## config.mk

```make
export PLATFORM = sky130hd
export DESIGN_NAME = dds_channel_state
export DESIGN_NICKNAME = d
export VERILOG_FILES = /design/src/rtl/dds_pkg.sv /design/src/rtl/dds_channel_state.sv
export SDC_FILE = /design/constraint.sdc
export NUM_CORES = 1
export LEC_CHECK = 0
export BUFFER_PORTS_ARGS = -buffer_cell sky130_fd_sc_hd__buf_2
export CORE_MARGIN = 2
export CORE_UTILIZATION = 40
export CTS_BUF_LIST = sky130_fd_sc_hd__clkbuf_4
export DETAILED_ROUTE_END_ITERATION = 7
export PLACE_DENSITY = 0.67
export SYNTH_ARGS = -nofsm -noshare
export SYNTH_HDL_FRONTEND = slang
export SYNTH_SLANG_ARGS = --single-unit
```

## constraint.sdc

```tcl
create_clock -name core_clk -period 3.9 [get_ports core_clk]
set_input_delay 0.975 -clock core_clk [delete_from_list [all_inputs] [get_ports core_clk]]
set_output_delay 0.975 -clock core_clk [all_outputs]
set_load 0.1 [all_outputs]
```

## src/rtl/dds_pkg.sv

```systemverilog
// shared constants and carrier types for the descriptor dma channel state
package dds_pkg;
    // =========================================================
    // register byte offsets
    localparam logic [7:0] DDS_OFF_TALLY2 = 8'h00;
    localparam logic [7:0] DDS_OFF_TALLY3 = 8'h04;
    localparam logic [7:0] DDS_OFF_TXW0 = 8'h08;
    localparam logic [7:0] DDS_OFF_TXW1 = 8'h0C;
    localparam logic [7:0] DDS_OFF_TXW2 = 8'h10;
    localparam logic [7:0] DDS_OFF_IRQ_STAT = 8'h14;
    localparam logic [7:0] DDS_OFF_IRQ_CLR = 8'h18;
    localparam logic [7:0] DDS_OFF_IRQ_EN = 8'h1C;

    // =========================================================
    // field positions and widths
    localparam int DDS_TALLY_W = 16;
    localparam int DDS_PTR_W = 30;
    localparam int DDS_PTR_LSB = 2;
    localparam int DDS_INPKT_BIT = 0;
    localparam int DDS_TRUNC_BIT = 1;
    localparam int DDS_IRQ_W = 4;
    localparam int DDS_IRQ_START = 0;
    localparam int DDS_IRQ_END = 1;
    localparam int DDS_IRQ_TRUNC = 2;
    localparam int DDS_IRQ_TALLY0 = 3;

    // =========================================================
    // reset values
    localparam logic [15:0] DDS_TALLY_RST = 16'h0000;
    localparam logic [29:0] DDS_PTR_RST = 30'h00000000;
    localparam logic [3:0] DDS_IRQ_RST = 4'h0;

    // =========================================================
    // ahb-lite encodings
    localparam logic [1:0] DDS_HTRANS_NONSEQ = 2'h2;
    localparam logic [1:0] DDS_HTRANS_SEQ = 2'h3;

    // =========================================================
    // carrier types
    typedef struct packed {
        logic loadHead;            // new queue front pointer
        logic [29:0] headPtr;
        logic startPkt;            // packet begins, sop pointer loaded
        logic [29:0] sopPtr;
        logic nextDesc;            // a new buffer supplies data
        logic [29:0] curPtr;
        logic truncNonEop;         // cut short inside non-final buffer
        logic endPkt;              // packet finished
    } dds_tx_evt_t;

    typedef struct packed {
        logic consume2;            // one buffer taken from channel 2
        logic consume3;            // one buffer taken from channel 3
    } dds_rx_evt_t;
endpackage

```

## src/rtl/dds_channel_state.sv

```systemverilog
// register block holding receive tallies and transmit dma state words
// Functional notes
// - channel 2 keeps a software readable 16-bit buffer tally in bits 15-0.
// - a software write to a tally adds the value to the present count.
// - channel 3 keeps its own 16-bit tally with the same add-on-write.
// - word 0 bits 31-2 hold the 30-bit queue front descriptor pointer.
// - bit 0 of words 0 and 1 reads 1 while inside a packet, else 0.
// - word 1 bits 31-2 hold the pointer to the packet's first descriptor.
// - word 2 bits 31-2 hold the pointer to the active descriptor.
// - word 2 bit 1 is 1 when the packet was cut inside a non-final buffer.
//
// Local design decisions: the AHB-Lite slave port and the address map.
`timescale 1ns/1ps
module dds_channel_state
    import dds_pkg::*;
(
    input wire logic core_clk,             // 40 MHz clock
    input wire logic reset_n,              // synchronous reset, low
    input wire logic hsel,                 // slave select
    input wire logic [31:0] haddr,         // byte address
    input wire logic [1:0] htrans,         // transfer type
    input wire logic hwrite,               // write when high
    input wire logic [2:0] hsize,          // transfer size
    input wire logic [31:0] hwdata,        // write data
    input wire logic hready,               // bus ready
    output logic hreadyout,                // slave ready
    output logic [31:0] hrdata,            // read data
    output logic hresp,                    // always okay
    input wire dds_tx_evt_t txEvt,         // transmit engine events
    input wire dds_rx_evt_t rxEvt,         // receive engine events
    output logic [31:0] headAddr,          // queue front byte address
    output logic [31:0] sopAddr,           // first descriptor byte address
    output logic [31:0] curAddr,           // active descriptor byte address
    output logic inPacket,                 // mid-packet flag
    output logic [15:0] tally2,            // channel 2 tally
    output logic [15:0] tally3,            // channel 3 tally
    output logic irq                       // level interrupt
);

    // =========================================================
    // helpers

    // add-on-write plus one decrement per consumed buffer while the sum is nonzero; holds at zero
    function automatic logic [15:0] tallyNext(
        input logic [15:0] cur,
        input logic wr,
        input logic [15:0] add,
        input logic dec
    );
        logic [15:0] sum;
        sum = wr ? 16'(cur + add) : cur;
        if (dec && (sum != 16'h0000)) begin
            sum = 16'(sum - 16'h0001);
        end
        return sum;
    endfunction

    // a stored pointer widened to a byte address
    function automatic logic [31:0] byteAddr(input logic [29:0] ptr);
        return {ptr, 2'b00};
    endfunction

    // =========================================================
    // state
    logic [15:0] tally2_q;
    logic [15:0] tally3_q;
    logic [29:0] headPtr_q;
    logic [29:0] sopPtr_q;
    logic [29:0] curPtr_q;
    logic inPacket_q;
    logic trunc_q;
    logic [3:0] irqStat_q;
    logic [3:0] irqEn_q;
    logic wrPend_q;
    logic [7:0] wrAddr_q;
    logic [31:0] rdata_q;

    // =========================================================
    // bus address phase

    logic addrValid;
    logic wrStrobe;
    logic [15:0] wdLow;
    logic [3:0] evt;

    // only nonseq or seq with the bus ready start a transfer
    assign addrValid = hsel && hready &&
        ((htrans == DDS_HTRANS_NONSEQ) || (htrans == DDS_HTRANS_SEQ));
    // the write lands in the data phase, when hwdata stands
    assign wrStrobe = wrPend_q;
    assign wdLow = hwdata[15:0];

    // capture a write for its data phase
    always_ff @(posedge core_clk) begin
        if (!reset_n) begin
            wrPend_q <= 1'b0;
            wrAddr_q <= 8'h00;
        end else begin
            wrPend_q <= addrValid && hwrite;
            if (addrValid) begin
                wrAddr_q <= haddr[7:0];
            end
        end
    end

    // =========================================================
    // write decode, one strobe per writable register

    logic wrTally2;
    logic wrTally3;
    logic wrWord0;
    logic wrWord1;
    logic wrWord2;
    logic wrIrqClr;
    logic wrIrqEn;

    // each strobe is live only in the data phase of a taken write
    assign wrTally2 = wrStrobe && (wrAddr_q == DDS_OFF_TALLY2);
    assign wrTally3 = wrStrobe && (wrAddr_q == DDS_OFF_TALLY3);
    assign wrWord0 = wrStrobe && (wrAddr_q == DDS_OFF_TXW0);
    assign wrWord1 = wrStrobe && (wrAddr_q == DDS_OFF_TXW1);
    assign wrWord2 = wrStrobe && (wrAddr_q == DDS_OFF_TXW2);
    assign wrIrqClr = wrStrobe && (wrAddr_q == DDS_OFF_IRQ_CLR);
    assign wrIrqEn = wrStrobe && (wrAddr_q == DDS_OFF_IRQ_EN);

    // =========================================================
    // next values
    //
    // every register is computed here as a next value and the flops
    // below only copy it. the read path samples the next values, not
    // the flops: a read whose address phase falls in the data phase
    // of a write to the same register would otherwise return the old
    // contents, since back to back transfers carry no wait state.
    // the cost is a longer path from hwdata to the read data flop.

    logic [15:0] tally2_d;
    logic [15:0] tally3_d;
    logic [29:0] headPtr_d;
    logic [29:0] sopPtr_d;
    logic [29:0] curPtr_d;
    logic inPacket_d;
    logic trunc_d;
    logic [3:0] irqStat_d;
    logic [3:0] irqEn_d;

    // receive tallies, each channel independent of the other
    always_comb begin
        tally2_d = tallyNext(tally2_q, wrTally2, wdLow,
            rxEvt.consume2);
        tally3_d = tallyNext(tally3_q, wrTally3, wdLow,
            rxEvt.consume3);
    end

    // =========================================================
    // transmit state words
    //
    // the engine owns these words while it runs; software writes
    // exist for setup and recovery, so an engine event in the same
    // cycle as a write to the same field always wins.

    // queue front pointer
    always_comb begin
        headPtr_d = headPtr_q;
        if (txEvt.loadHead) begin
            headPtr_d = txEvt.headPtr;
        end else if (wrWord0) begin
            headPtr_d = hwdata[31:DDS_PTR_LSB];
        end
    end

    // first descriptor of the packet in flight
    always_comb begin
        sopPtr_d = sopPtr_q;
        if (txEvt.startPkt) begin
            sopPtr_d = txEvt.sopPtr;
        end else if (wrWord1) begin
            sopPtr_d = hwdata[31:DDS_PTR_LSB];
        end
    end

    // descriptor whose buffer is being drained; sop is also current
    always_comb begin
        curPtr_d = curPtr_q;
        if (txEvt.nextDesc) begin
            curPtr_d = txEvt.curPtr;
        end else if (txEvt.startPkt) begin
            curPtr_d = txEvt.sopPtr;
        end else if (wrWord2) begin
            curPtr_d = hwdata[31:DDS_PTR_LSB];
        end
    end

    // one flag seen through words 0 and 1, so they never disagree
    always_comb begin
        inPacket_d = inPacket_q;
        if (txEvt.startPkt) begin
            inPacket_d = 1'b1;
        end else if (txEvt.endPkt) begin
            inPacket_d = 1'b0;
        end else if (wrWord0 || wrWord1) begin
            inPacket_d = hwdata[DDS_INPKT_BIT];
        end
    end

    // truncation flag; cleared at the next packet start, set wins
    always_comb begin
        trunc_d = trunc_q;
        if (txEvt.truncNonEop) begin
            trunc_d = 1'b1;
        end else if (txEvt.startPkt) begin
            trunc_d = 1'b0;
        end else if (wrWord2) begin
            trunc_d = hwdata[DDS_TRUNC_BIT];
        end
    end

    // =========================================================
    // interrupts

    // event vector in status layout
    always_comb begin
        evt = 4'h0;
        evt[DDS_IRQ_START] = txEvt.startPkt;
        evt[DDS_IRQ_END] = txEvt.endPkt;
        evt[DDS_IRQ_TRUNC] = txEvt.truncNonEop;
        evt[DDS_IRQ_TALLY0] = (rxEvt.consume2 && (tally2_q == 16'h0001)) ||
                              (rxEvt.consume3 && (tally3_q == 16'h0001));
    end

    // sticky status; a new event beats a clear in the same cycle
    always_comb begin
        irqStat_d = irqStat_q | evt;
        if (wrIrqClr) begin
            irqStat_d = (irqStat_q & ~hwdata[3:0]) | evt;
        end
    end

    // enable mask, plain read/write
    always_comb begin
        irqEn_d = irqEn_q;
        if (wrIrqEn) begin
            irqEn_d = hwdata[3:0];
        end
    end

    // =========================================================
    // state flops, one process for each concern

    // receive tallies
    always_ff @(posedge core_clk) begin
        if (!reset_n) begin
            tally2_q <= DDS_TALLY_RST;
            tally3_q <= DDS_TALLY_RST;
        end else begin
            tally2_q <= tally2_d;
            tally3_q <= tally3_d;
        end
    end

    // transmit pointers
    always_ff @(posedge core_clk) begin
        if (!reset_n) begin
            headPtr_q <= DDS_PTR_RST;
            sopPtr_q <= DDS_PTR_RST;
            curPtr_q <= DDS_PTR_RST;
        end else begin
            headPtr_q <= headPtr_d;
            sopPtr_q <= sopPtr_d;
            curPtr_q <= curPtr_d;
        end
    end

    // transmit flags
    always_ff @(posedge core_clk) begin
        if (!reset_n) begin
            inPacket_q <= 1'b0;
            trunc_q <= 1'b0;
        end else begin
            inPacket_q <= inPacket_d;
            trunc_q <= trunc_d;
        end
    end

    // interrupt status and enable
    always_ff @(posedge core_clk) begin
        if (!reset_n) begin
            irqStat_q <= DDS_IRQ_RST;
            irqEn_q <= DDS_IRQ_RST;
        end else begin
            irqStat_q <= irqStat_d;
            irqEn_q <= irqEn_d;
        end
    end

    // =========================================================
    // read path

    // read data registered at the address phase from the next values,
    // so it matches what the registers hold once the edge has passed;
    // unmapped places and the clear register read zero
    always_ff @(posedge core_clk) begin
        if (!reset_n) begin
            rdata_q <= 32'h00000000;
        end else if (addrValid && !hwrite) begin
            case (haddr[7:0])
                DDS_OFF_TALLY2: rdata_q <= {16'h0000, tally2_d};
                DDS_OFF_TALLY3: rdata_q <= {16'h0000, tally3_d};
                DDS_OFF_TXW0: rdata_q <= {headPtr_d, 1'b0, inPacket_d};
                DDS_OFF_TXW1: rdata_q <= {sopPtr_d, 1'b0, inPacket_d};
                DDS_OFF_TXW2: rdata_q <= {curPtr_d, trunc_d, 1'b0};
                DDS_OFF_IRQ_STAT: rdata_q <= {28'h0000000, irqStat_d};
                DDS_OFF_IRQ_EN: rdata_q <= {28'h0000000, irqEn_d};
                default: rdata_q <= 32'h00000000;
            endcase
        end
    end

    // =========================================================
    // outputs, all from flops; zero-wait slave
    // irq follows the status and enable flops exactly, no extra lag
    always_ff @(posedge core_clk) begin
        if (!reset_n) begin
            hreadyout <= 1'b1;
            hresp <= 1'b0;
            irq <= 1'b0;
        end else begin
            hreadyout <= 1'b1;
            hresp <= 1'b0;
            irq <= |(irqStat_d & irqEn_d);
        end
    end

    assign hrdata = rdata_q;
    assign headAddr = byteAddr(headPtr_q);
    assign sopAddr = byteAddr(sopPtr_q);
    assign curAddr = byteAddr(curPtr_q);
    assign inPacket = inPacket_q;
    assign tally2 = tally2_q;
    assign tally3 = tally3_q;

    // hsize is unused: only whole-word transfers are supported
endmodule

```

==> impl_metrics.csv <==
group,metric,value,unit
worst_setup_path,crit_arrival,4340,ps
cts,cts_buffers,17,
cells_and_area,fillers,2703,
floorplan,initial_core_util,0.408,
yosys,synth_most_common_cell,"nor2_1",
place,dp_cells,2244,
cts,cts_root_buf,"clkbuf_4",
power_and_ir_drop,p_total,0.0106,W
timing,finalCritPeriodShare,0.989,
yosys,avgSynthCellArea,7.97,µm²
global_routing,track_usage,0.314,
route,avgRoutedWirePerCell,21.4,µm
cells_and_area,fin_nets,2099,
worst_setup_path,critPathMaxFanout,6,
yosys,async_reset_ff_frac,0,
worst_setup_path,critPathKind,"in -> reg",
place,hpwl,38300,µm
timing,final.setup_skew,25.8,ps
yosys,synth-edff-count,0,
timing,rsz0062_at_grt,"yes",
power_and_ir_drop,power_density,689,nW/µm²
flow_run,timing.max_cap.violations,0,
yosys,synthCells,1429,
floorplan,die_h,173,µm
timing,fin_tns_setup,0,ps
hold_path,hold_path.class,"reg -> reg",
global_routing,grt_first_pass_wirelength,73100,µm
timing,fmax,0.259,GHz
place,place_congestion,0.925,
route,vias,13100,
cts,tritoncts_num_sinks,174,
run_status,status,"finished clean",
timing,slew_headroom,0.429,
route,vias_per_cell,5.73,
place,dp_worst_setup_slack,-628,ps
timing,worstMarginPinSlew,857,ps
yosys,synth-seq-cells,174,
power_and_ir_drop,ir_worst_vdd,0.236,mV
floorplan,rows,61,
global_routing,grt_overflow,0,
yosys,netlist_top_cells_area,"dfxtp_1, mux2i_1, nor2_1, a21oi_1, ha_1",
timing,finalHoldViolations,0,
cts,clockBufferDepth,2,
yosys,synth_top_area_cell,"dfxtp_1",
global_routing,grt_pass1_vias,12800,
route,ant_nets,0,
timing,period_needed,3860,ps
cts,cts_tree,"built",
timing,timing.final.ws_setup,41.0,ps
cells_and_area,regArea,3490,µm²
yosys,netlist_area,11400,µm²
yosys,synth-seq-area-share,0.306,
cells_and_area,multiInputGateArea,7710,µm²
cells_and_area,layout-drive-gt1-share,0.354,
yosys,netlist.area_leader.share,0.306,
cells_and_area,area_growth_syn_to_layout,35.2,%
timing,slew_viol_final,0,
floorplan,die_area,29800,µm²
global_routing,grt_max_degree,88,
yosys,synth_common_cells,"nor2_1, dfxtp_1, a21oi_1",
cts,htreeDepth,4,
timing,finalSetupViolCount,0,
worst_setup_path,end_kind,"flip-flop",
power_and_ir_drop,power_leakage,7.03,nW
yosys,ys_warn_count,0,
route,drt_pass1_iterations,5,
floorplan,io_pins,335,
route,first_iter_violations,1033,
route,wl,48900,µm
cts,clkLatencyLatePin,590,ps
yosys,synth_ff_type,"dfxtp_1",
route,drc,0,
cts,clk_pin_slew,130,ps
cells_and_area,final_cell_count_no_fill,2288,
global_routing,antenna_found_initial,5,
worst_setup_path,crit_path_start_kind,"primary input",
place,io_buffers,298,
cts,postCtsHoldBufs,0,
yosys,synth_cell_types,95,
floorplan,core,27900,µm²
floorplan,die_w,173,µm
worst_setup_path,critPathRequiredTime,4380,ps
==> critical path, cell delays in order <==
cell	delay, ps
buf_12	110
ha_4	150
fa_2	360
and3_4	180
o211a_4	260
o41ai_4	350
mux2i_1	270
o211a_1	230
nand4bb_4	170
or4_4	580
nand4_1	160
xnor2_2	140
mux2i_1	100
o32ai_1	290
==> where the power goes <==
group	internal [W]	switching (W)
Combinational	0.00288	0.00442
Clock	0.000396	0.000681
Sequential	0.00200	0.000239
Total	0.00527	0.00534
==> layout by cell type (no fill, tap or decap), types with 15 or more instances in the layout <==
| master | Yosys | routed |
|---|---|---|
| clkbuf_4 | 0 | 19 |
| o22ai_1 | 21 | 21 |
| a211oi_1 | 45 | 43 |
| a21oi_1 | 145 | 142 |
| buf_4 | 11 | 237 |
| a21o_1 | 19 | 19 |
| mux2i_1 | 120 | 117 |
| and2_1 | 58 | 58 |
| ha_1 | 33 | 29 |
| nand2_1 | 109 | 108 |
| o21ai_0 | 50 | 48 |
| nor2_1 | 211 | 210 |
| o21a_1 | 15 | 15 |
| buf_2 | 15 | 297 |
| nor3_1 | 30 | 26 |
| a22oi_1 | 19 | 18 |
| dfxtp_1 | 174 | 168 |
| xnor2_1 | 21 | 19 |
==> final cells by class <==
class | instances | area share
Clock inverter | 13 | 0.00902
Sequential cell | 174 | 0.227
Inverter | 17 | 0.00431
Timing Repair Buffer | 539 | 0.219
Antenna cell | 4 | 0.000650
Multi-Input combinational cell | 1144 | 0.501
Clock buffer | 19 | 0.00926
Tap cell | 378 | 0.0307
==> registers in the layout, summed over array words and instances, names as in the netlist, 4 cells and up <==
signal / cells
tally3: 16
curPtr_q: 30
irqEn_q: 4
wrAddr_q: 8
headPtr_q: 30
irqStat_q: 4
sopPtr_q: 30
hrdata: 32
tally2: 16
==> path summary, 6_finish.rpt <==
check                     end  cells after the start  slack (ps)   startpoint
setup / recovery   hrdata[15]                     14          40    hwdata[0]
hold / removal    wrAddr_q[1]                      2         500  wrAddr_q[1]
setup reg to reg   hrdata[15]                     13         160    tally2[0]
hold reg to reg   wrAddr_q[1]                      2         500  wrAddr_q[1]
==> timing repair <==
item | 4_1_cts | 5_1_grt
endpoints found under the setup margin | 0 | 16
resized for setup | 0 | 37
buffers inserted | 0 | 8
==> kinds of logic after synthesis <==
logic type	after synthesis	share of synthesized area
and+or+nand+nor	515	0.221
AOI/OAI and AO/OA	427	0.250
DFF	174	0.306
muxes	126	0.111
buffers and inverters	117	0.0453
adders and majority gates	35	0.0398
xor gates and xnor gates	33	0.0260
other	2	0.000659
==> metal layers <==
layer | up-vias | wire, µm | GRT usage
li1 | 6129 | - | -
met1 | 6234 | 20000 | 0.394
met2 | 625 | 22600 | 0.515
met3 | 111 | 4420 | 0.0778
met4 | 2 | 1840 | 0.130
met5 | - | 13 | 0
==> per-stage QoR <==
stage	hold WS (ps)	instance area (µm²)	util
6_report	501	15400	0.551
5_1_grt	535	15400	0.551
4_1_cts	502	15100	0.542
3_5_place_dp	482	14900	0.532
3_3_place_gp	466	14900	0.532
2_1_floorplan	455	11500	-
(Power assumes the default switching activity.)
